--- config.mk ---
export PLATFORM = sky130hd
export DESIGN_NAME = bhp_host_port
export DESIGN_NICKNAME = d
export VERILOG_FILES = /design/src/design/bhp_pkg.sv /design/src/design/bhp_pin_sync.sv /design/src/design/bhp_host_port.sv
export SDC_FILE = /design/constraint.sdc
export NUM_CORES = 1
export LEC_CHECK = 0
export BUFFER_PORTS_ARGS = -buffer_cell sky130_fd_sc_hd__buf_2
export CAP_MARGIN = 20
export CORE_ASPECT_RATIO = 1.1
export CORE_MARGIN = 2
export CORE_UTILIZATION = 50
export DETAILED_ROUTE_END_ITERATION = 16
export PLACE_DENSITY_LB_ADDON = 0.2
export SYNTH_ARGS = -nofsm -noshare
export SYNTH_HDL_FRONTEND = slang
export SYNTH_SLANG_ARGS = --single-unit
--- constraint.sdc ---
create_clock -name ref_clk -period 2.5 [get_ports ref_clk]
set_clock_uncertainty 0.2 [all_clocks]
set_input_delay 0.375 -clock ref_clk [delete_from_list [all_inputs] [get_ports ref_clk]]
set_output_delay 0.375 -clock ref_clk [all_outputs]
set_load 0.01 [all_outputs]
--- src/design/bhp_pkg.sv ---
// constants and types for the burst-read, async-write host port
package bhp_pkg;
    localparam int ADDR_W = 16;
    localparam int DATA_W = 16;
    // configuration word layout
    localparam int CFG_BURST_EN_BIT = 15;
    localparam int CFG_LAT_LSB = 12;
    localparam int CFG_LAT_W = 3;
    localparam int CFG_BL_LSB = 0;
    localparam int CFG_BL_W = 3;
    localparam logic [2:0] LAT_RESET = 3'h7;
    localparam logic [2:0] BL_RESET = 3'h0;
    localparam logic [2:0] BL_LAST_FIXED = 3'h3;
    localparam logic [5:0] BL_BASE_WORDS = 6'h04;
    localparam logic [5:0] WORDS_ONE = 6'h01;
    localparam logic [15:0] ADDR_STEP = 16'h0001;

    typedef enum logic [2:0] {
        BHP_IDLE = 3'b001,
        BHP_WAIT = 3'b010,
        BHP_BURST = 3'b100
    } bhp_state_e;

    typedef struct packed {
        logic host_clk;
        logic address_valid_strobe_n;
        logic ce_n;
        logic oe_n;
        logic we_n;
        logic [ADDR_W-1:0] addr;
        logic [DATA_W-1:0] dq;
    } bhp_pins_s;

    typedef struct packed {
        logic wr;
        logic [ADDR_W-1:0] addr;
        logic [DATA_W-1:0] data;
    } bhp_mem_wr_s;
endpackage

--- src/design/bhp_pin_sync.sv ---
// two-stage synchroniser for all host pins
`timescale 1ns/1ps
module bhp_pin_sync
    import bhp_pkg::*;
(
    // clock and reset
    input wire logic ref_clk,
    input wire logic rst,
    // raw and synchronised pins
    input wire bhp_pkg::bhp_pins_s pins,
    output bhp_pkg::bhp_pins_s pins_sync
);
    typedef struct packed {
        bhp_pins_s s1;
        bhp_pins_s s2;
    } bhp_sync_s;

    bhp_sync_s r;
    bhp_sync_s next_r;

    // stage one feeds only stage two
    always_comb
    begin
        next_r.s1 = pins;
        next_r.s2 = r.s1;
    end

    always_ff @(posedge ref_clk)
    begin
        if (rst)
        begin
            r <= '{s1: '{host_clk: 1'b0, address_valid_strobe_n: 1'b1, ce_n: 1'b1,
                oe_n: 1'b1, we_n: 1'b1, addr: '0, dq: '0},
                s2: '{host_clk: 1'b0, address_valid_strobe_n: 1'b1, ce_n: 1'b1,
                oe_n: 1'b1, we_n: 1'b1, addr: '0, dq: '0}};
        end
        else
        begin
            r <= next_r;
        end
    end

    assign pins_sync = r.s2;
endmodule // bhp_pin_sync

--- src/design/bhp_host_port.sv ---
// host port: clocked burst reads, asynchronous address-latched writes
`timescale 1ns/1ps
module bhp_host_port
    import bhp_pkg::*;
(
    // clock and reset
    input wire logic ref_clk,
    input wire logic rst,
    // host pins
    input wire logic host_clk,
    input wire logic address_valid_strobe_n,
    input wire logic ce_n,
    input wire logic oe_n,
    input wire logic we_n,
    input wire logic [bhp_pkg::ADDR_W-1:0] addr,
    input wire logic [bhp_pkg::DATA_W-1:0] dq_in,
    output logic [bhp_pkg::DATA_W-1:0] dq_out,
    output logic dq_oe,
    // configuration and status
    input wire logic cfg_write,
    input wire logic [bhp_pkg::DATA_W-1:0] cfg_data,
    input wire logic latched_write_mode,
    output logic burst_enabled,
    output logic [bhp_pkg::CFG_LAT_W-1:0] read_latency,
    output logic [bhp_pkg::CFG_BL_W-1:0] burst_length_field,
    output logic burst_active,
    // buffer side
    output logic [bhp_pkg::ADDR_W-1:0] mem_addr,
    input wire logic [bhp_pkg::DATA_W-1:0] mem_rdata,
    output bhp_pkg::bhp_mem_wr_s mem_write
);
    import bhp_pkg::*;

    typedef struct packed {
        bhp_state_e state;
        logic [CFG_LAT_W-1:0] wait_cnt;
        logic [5:0] words_left;
        logic continuous;
        logic presenting;
        logic [ADDR_W-1:0] burst_addr;
        logic burst_en;
        logic [CFG_LAT_W-1:0] latency;
        logic [CFG_BL_W-1:0] bl;
        logic hclk_prev;
        logic avd_prev;
        logic ce_prev;
        logic we_prev;
        logic [DATA_W-1:0] dq;
        logic [ADDR_W-1:0] wr_addr;
        logic [DATA_W-1:0] wr_data;
        logic wr_pend;
        bhp_mem_wr_s wr;
    } bhp_regs_s;

    bhp_pins_s p;
    bhp_regs_s r;
    bhp_regs_s next_r;
    logic hclk_rise;
    logic avd_rise;
    logic ce_rise;
    logic we_rise;
    logic start;

    bhp_pin_sync u_sync (
        .ref_clk(ref_clk),
        .rst(rst),
        .pins({host_clk, address_valid_strobe_n,
            ce_n, oe_n, we_n, addr, dq_in}),
        .pins_sync(p)
    );

    assign hclk_rise = p.host_clk & ~r.hclk_prev;
    assign avd_rise = p.address_valid_strobe_n & ~r.avd_prev;
    assign ce_rise = p.ce_n & ~r.ce_prev;
    assign we_rise = p.we_n & ~r.we_prev;
    // burst start: host edge with strobe low, selected, not writing
    assign start = r.burst_en & hclk_rise & ~p.address_valid_strobe_n & ~p.ce_n & p.we_n;

    always_comb
    begin
        next_r = r;
        next_r.hclk_prev = p.host_clk;
        next_r.avd_prev = p.address_valid_strobe_n;
        next_r.ce_prev = p.ce_n;
        next_r.we_prev = p.we_n;
        next_r.wr.wr = 1'b0;
        // configuration word
        if (cfg_write)
        begin
            next_r.burst_en = cfg_data[CFG_BURST_EN_BIT];
            next_r.latency = cfg_data[CFG_LAT_LSB +: CFG_LAT_W];
            next_r.bl = cfg_data[CFG_BL_LSB +: CFG_BL_W];
        end
        // asynchronous read path while burst mode is off
        if (!r.burst_en)
        begin
            next_r.dq = mem_rdata;
        end
        unique case (r.state)
            BHP_IDLE:
            begin
                next_r.presenting = 1'b0;
            end
            BHP_WAIT:
            begin
                // wait states, first word a cycle or more later
                if (hclk_rise)
                begin
                    if (r.wait_cnt == '0)
                    begin
                        next_r.dq = mem_rdata;
                        next_r.presenting = 1'b1;
                        next_r.burst_addr = r.burst_addr + ADDR_STEP;
                        next_r.state = BHP_BURST;
                    end
                    else
                    begin
                        next_r.wait_cnt = r.wait_cnt - 3'h1;
                    end
                end
            end
            BHP_BURST:
            begin
                // one word per host edge, linear address
                if (hclk_rise)
                begin
                    if (r.words_left == '0 && !r.continuous)
                    begin
                        next_r.presenting = 1'b0;
                        next_r.state = BHP_IDLE;
                    end
                    else
                    begin
                        next_r.dq = mem_rdata;
                        next_r.burst_addr = r.burst_addr + ADDR_STEP;
                        next_r.words_left = r.words_left - WORDS_ONE;
                    end
                end
            end
        endcase
        // start or restart a burst, word count from length field
        if (start)
        begin
            next_r.state = BHP_WAIT;
            next_r.wait_cnt = r.latency;
            next_r.burst_addr = p.addr;
            next_r.presenting = 1'b0;
            next_r.continuous = (r.bl > BL_LAST_FIXED);
            next_r.words_left = (BL_BASE_WORDS << r.bl[1:0]) - WORDS_ONE;
        end
        // deselect, burst mode off or a write ends any burst
        if (p.ce_n || !r.burst_en || !p.we_n)
        begin
            next_r.state = BHP_IDLE;
            next_r.presenting = 1'b0;
        end
        // writes never look at the host clock
        if (we_rise && !p.ce_n)
        begin
            next_r.wr_data = p.dq;
            next_r.wr_pend = 1'b1;
        end
        if (latched_write_mode)
        begin
            // address on strobe rise, issued at write strobe rise
            if (avd_rise)
            begin
                next_r.wr_addr = p.addr;
            end
            if (we_rise && !p.ce_n)
            begin
                next_r.wr = '{wr: 1'b1, addr: r.wr_addr, data: p.dq};
                next_r.wr_pend = 1'b0;
            end
        end
        else if (ce_rise && (r.wr_pend || we_rise))
        begin
            // address on chip select rise
            next_r.wr = '{wr: 1'b1, addr: p.addr, data: we_rise ? p.dq : r.wr_data};
            next_r.wr_pend = 1'b0;
        end
    end

    always_ff @(posedge ref_clk)
    begin
        if (rst)
        begin
            // burst off, latency seven after reset
            r <= '{state: BHP_IDLE, wait_cnt: '0, words_left: '0, continuous: 1'b0,
                presenting: 1'b0, burst_addr: '0, burst_en: 1'b0, latency: LAT_RESET,
                bl: BL_RESET, hclk_prev: 1'b0, avd_prev: 1'b1, ce_prev: 1'b1,
                we_prev: 1'b1, dq: '0, wr_addr: '0, wr_data: '0, wr_pend: 1'b0,
                wr: '{wr: 1'b0, addr: '0, data: '0}};
        end
        else
        begin
            r <= next_r;
        end
    end

    assign mem_addr = r.burst_en ? r.burst_addr : p.addr;
    assign dq_out = r.dq;
    // drive only while selected, output enabled, reading
    assign dq_oe = ~p.ce_n & ~p.oe_n & p.we_n & (~r.burst_en | r.presenting);
    assign burst_enabled = r.burst_en;
    assign read_latency = r.latency;
    assign burst_length_field = r.bl;
    assign burst_active = (r.state != BHP_IDLE);
    assign mem_write = r.wr;

    // helper: host edges since burst start, latency at start
    logic [3:0] edge_cnt;
    logic [2:0] lat_start;
    always_ff @(posedge ref_clk)
    begin
        if (rst)
        begin
            edge_cnt <= 4'h0;
            lat_start <= 3'h0;
        end
        else if (start)
        begin
            edge_cnt <= 4'h0;
            lat_start <= r.latency;
        end
        else if (hclk_rise && edge_cnt != 4'hF)
        begin
            edge_cnt <= edge_cnt + 4'h1;
        end
    end

    a_latency_reset: assert property (@(posedge ref_clk)
        $fell(rst) |-> read_latency == LAT_RESET)
        else $error("latency not seven after reset");
    a_async_default: assert property (@(posedge ref_clk) disable iff (rst)
        !burst_enabled |-> !burst_active && !r.presenting)
        else $error("burst activity while burst mode off");
    a_cfg_burst_bit: assert property (@(posedge ref_clk) disable iff (rst)
        cfg_write |=> burst_enabled == $past(cfg_data[CFG_BURST_EN_BIT])
        && read_latency == $past(cfg_data[CFG_LAT_LSB +: CFG_LAT_W]))
        else $error("config word not applied");
    a_first_word_wait: assert property (@(posedge ref_clk) disable iff (rst)
        $rose(r.presenting) |-> edge_cnt == {1'b0, lat_start} + 4'h1)
        else $error("first word not after programmed latency");
    a_no_early_word: assert property (@(posedge ref_clk) disable iff (rst)
        start |=> !r.presenting && burst_active)
        else $error("word presented with strobe edge");
    a_start_addr: assert property (@(posedge ref_clk) disable iff (rst)
        start |=> mem_addr == $past(p.addr))
        else $error("start address not captured");
    a_linear_step: assert property (@(posedge ref_clk) disable iff (rst)
        r.state == BHP_BURST && hclk_rise && !start && !p.ce_n && p.we_n
        && (r.words_left != 6'h00 || r.continuous) |=> mem_addr == $past(mem_addr) + 16'h0001)
        else $error("burst address did not step by one");
    a_burst_end: assert property (@(posedge ref_clk) disable iff (rst)
        r.state == BHP_BURST && hclk_rise && !start && r.words_left == 6'h00 && !r.continuous
        |=> !burst_active)
        else $error("burst ran past its length");
    a_deselect_float: assert property (@(posedge ref_clk) disable iff (rst)
        p.ce_n |-> !dq_oe ##1 !burst_active)
        else $error("drive or burst while deselected");
    a_no_write_burst: assert property (@(posedge ref_clk) disable iff (rst)
        !p.we_n |=> !burst_active)
        else $error("burst during write");
    a_ce_latch_addr: assert property (@(posedge ref_clk) disable iff (rst)
        !latched_write_mode && ce_rise && r.wr_pend
        |=> mem_write.wr && mem_write.addr == $past(p.addr))
        else $error("write address not taken at select rise");
    a_avd_latch_addr: assert property (@(posedge ref_clk) disable iff (rst)
        latched_write_mode && we_rise && !p.ce_n
        |=> mem_write.wr && mem_write.addr == $past(r.wr_addr))
        else $error("write address not from strobe rise");
    a_write_pulse: assert property (@(posedge ref_clk) disable iff (rst)
        mem_write.wr |=> !mem_write.wr)
        else $error("write issued for more than one cycle");
endmodule // bhp_host_port

==> summary.md <==
| Metric | Value |
|---|---|
| GRT Residual Overflow | 0 |
| Status | finished, final reports clean |
| Die H | approximately 130 um |
| Global placement routability congestion | 0.844 |
| Num CTS Buffers | 17 |
| Minimum clock period | around 2.4 ns |
| Comb pwr share | roughly 5.9% |
| Sequential area share after synthesis | just over 50% |
| Die X | about 120 um |
| Hold crit path type | in -> reg |
| RR Endpoint | r[99] |
| # setup viols final | 0 |
| Yosys cell types | 48 |
| EDFF count, synth | 0 |
| WHS Endpoint | dq_out[1] |
| Worst EP required | roughly 2.6 ns |
| CP cell instances | inv_1, ha_1, nand4bb_1, a221o_1, buf_12, or4_1, a311oi_2 |
| TritonCTS clock tree | yes |
| CP Launch Type | flop |
| Worst r2r src | r[117] |
| Hold Path Depth | 3 |
| Dpl ws | 0.0899 ns |
| Flops & latches, synth | 197 |
| Ys flop type | dfxtp_1 |
| Most common cell after layout, fill and taps aside | dfxtp_1 |
| First-pass GRT wire length | 27700 um |
| Min-Delay Startpoint | mem_rdata[1] |
| Via-to-Cell Ratio | 5.38 |
| Crit path capture type | flop |
| DRT Wirelength | 17800 um |
| Root Driver | clkbuf_16 |
| F_max | about 420 MHz |
| Max cap viols | 0 |
| Post-DP HPWL | 11700 um |
| Peak VDD IR | ~0.41 mV |
| Pleak | ~3.8 nW |
| Vias in the first global route | 5663 |
| Yosys warns | 0 |
| Initial core utilization | between 50 and 60% |
| Net load switching power | 0.00145 W |
| CTS H-tree depth | 4 |
| Routed Antenna Nets | 0 |
| Slowest CP cell | or4_1 |
| Sequential share of power | a little over half |
| Io pins | 147 |
| Via count | 6200 |
| Die ar. | around 0.016 mm2 |
| Postcts setup bufs | 0 |
| PortBufs | around 140 |
| Worst setup margin | between 0.09 and 0.1 ns |
| Sw frac | about a quarter |
| Initial antenna violation count | 1 |
| DR pass1 iterations | 5 |
| Async set or reset register ratio after synthesis | 0% |
| Mapped Cells | 817 |
| Nets@finish | roughly 1000 |
| FF-to-FF setup slack | about 0.094 ns |
| Post-DR wirelength/cell | 15.5 um |
| FP Rows | 47 |
| CTS clock-pin slew for the worst setup and hold paths | 0.07 ns |
| Final Cycle Share | a little over nine tenths |
| Commonest cells after routing, fill and taps aside | 197 x dfxtp_1, 136 x buf_2, 80 x nand2_1 |
| CP arrival | 2.55 ns |
| GRT Total Usage | a little over a fifth |
| DRC | 0 |
| Cell Area, Synth | 0.00774 mm2 |
| Worst R2R Path Depth | 7 |
| Synthesis-to-finish area growth | 21.4% |
| Hold slack | between 0.02 and 0.025 ns |
| Syn nets | between 800 and 900 |
| Final Max Slew Viols | 0 |
| Clock buffer depth | 2 |
| Slew HR | between 50% and 60% |
| Worst-path maximum fanout | 30 |
| Clock power frac | 41.6% |
| Pwr dens | between 600 and 700 mW/mm2 |
| Share of layout cells above drive strength 1 | approximately a quarter |
| Final core occ | between 60% and 70% |
| Post-Syn Area per Cell | approximately 9.5 um2 |
| Crit-path max cell delay | around 0.54 ns |
| Placed Area | just over 0.008 mm2 |
| Core area | 0.0151 mm2 |
| Slew at the pin closest to its max-slew limit | ~0.66 ns |
| Clk sinks | 197 |
| Number of DRC markers in iteration 0 | about 380 |
| Fin. Hold Viols | 0 |
| Worst Setup Path Type | reg -> reg |
| Largest net degree at the start of global routing | between 60 and 70 |
| Final instance area | 0.00940 mm2 |
| P_int | approximately 0.0048 W |
| Worst skew pair latency | around 0.43 ns |
| Ant diodes | 0 |
==> flip-flops by register name, summed over array words and instances (netlist names) <==
| register | flops |
|---|---|
| read_latency | 3 |
| u_sync.next_r | 37 |
| mem_write | 33 |
| r | 67 |
| burst_length_field | 3 |
| u_sync.pins_sync | 37 |
| burst_enabled | 1 |
| dq_out | 16 |
==> critical path: cells and delay by family (launching register included) <==
family,cells,cell delay (ns)
adders and majority gates,1,0.18
DFF,1,0.33
and+or+nand+nor,2,0.70
AOI/OAI and AO/OA,2,0.65
buffers and inverters,2,0.26
==> worst max-delay path by stage <==
stage | from | to | slack, ns | cells past startpoint
after floorplan | r[85] | r[115] | 0.007 | 9
after global placement | r[117] | r[106] | 0.19 | 7
after detailed placement | r[85] | r[115] | 0.09 | 7
after CTS | r[117] | r[99] | 0.05 | 7
after global routing | r[117] | r[99] | -0.009 | 7
final | r[117] | r[99] | 0.09 | 7
==> per-stage QoR <==
stage,power [W],setup TNS (ns),std cells
final,0.00623,0,1153
after global routing,0.00646,-0.00901,1153
after CTS,0.00628,0,1150
after detailed placement,0.00364,0,1062
after global placement,0.00363,0,1062
after floorplan,0.00353,0,817
==> power groups by stage <==
| stage | registers [W] | logic, W | clock network (W) |
|---|---|---|---|
| after floorplan | 0.00332 | 0.000211 | 0 |
| after global placement | 0.00334 | 0.000290 | 0 |
| after detailed placement | 0.00334 | 0.000298 | 0 |
| after CTS | 0.00327 | 0.000367 | 0.00264 |
| after global routing | 0.00328 | 0.000403 | 0.00278 |
| final | 0.00327 | 0.000369 | 0.00260 |
==> synth_stat cells, types with 2 or more instances <==
cell | n | area [um2]
nand2b_1 | 5 | 31.3
o211ai_1 | 2 | 15.0
nand4_1 | 6 | 37.5
a22o_1 | 16 | 140
buf_4 | 55 | 413
or2_2 | 14 | 87.6
dfxtp_1 | 197 | 3940
mux2i_1 | 24 | 240
nor4b_1 | 2 | 17.5
a22oi_1 | 31 | 233
buf_2 | 4 | 20.0
inv_1 | 7 | 26.3
buf_1 | 3 | 11.3
xor2_1 | 3 | 26.3
nor3_1 | 2 | 10.0
nand3_1 | 42 | 210
or4_1 | 14 | 105
nand2_1 | 80 | 300
a311oi_1 | 14 | 123
or3b_2 | 2 | 17.5
clkbuf_1 | 47 | 176
mux2_2 | 16 | 180
xnor2_1 | 4 | 35.0
and3_1 | 3 | 18.8
a211oi_1 | 8 | 60.1
ha_1 | 4 | 50.1
a21oi_1 | 59 | 295
nor2b_1 | 72 | 450
nor4_1 | 2 | 12.5
o31ai_1 | 12 | 90.1
nand4bb_1 | 2 | 22.5
o21ai_0 | 12 | 60.1
or3_1 | 5 | 31.3
nor2_1 | 34 | 128
==> per-layer routing <==
layer,vias up,global-route usage [%],share of wire (%)
met2,197,34.7,49
met4,2,9.83,2.8
met3,38,4.18,4.7
met1,2908,27.2,44
li1,3055,-,-
met5,-,0,0.056
==> layout make-up <==
cell class,instances,area [um2]
multi-input cells,504,3180
clock buffers,20,457
flip-flops and latches,197,3940
clock inverters,12,106
repair buffers,217,1440
fillers,1270,5710
inverters,7,26.3
well taps,196,245
==> timing repair <==
item	in CTS	in global routing
hold buffers	56	0
setup endpoints to repair	0	5
endpoints found under the hold margin	58	0
gates resized for setup	0	4
==> cell families (layout without fill, tap and decap cells) <==
group | after synthesis | count (layout) | synth area share [%]
buf+inv | 116 | 256 | 8.36
compound gates | 163 | 163 | 14.1
mux | 40 | 40 | 5.43
fa+ha+maj | 4 | 4 | 0.647
simple gates | 290 | 290 | 19.7
flops | 197 | 197 | 50.9
xor+xnor | 7 | 7 | 0.792
Note: power is estimated with default switching activity, not from simulation.
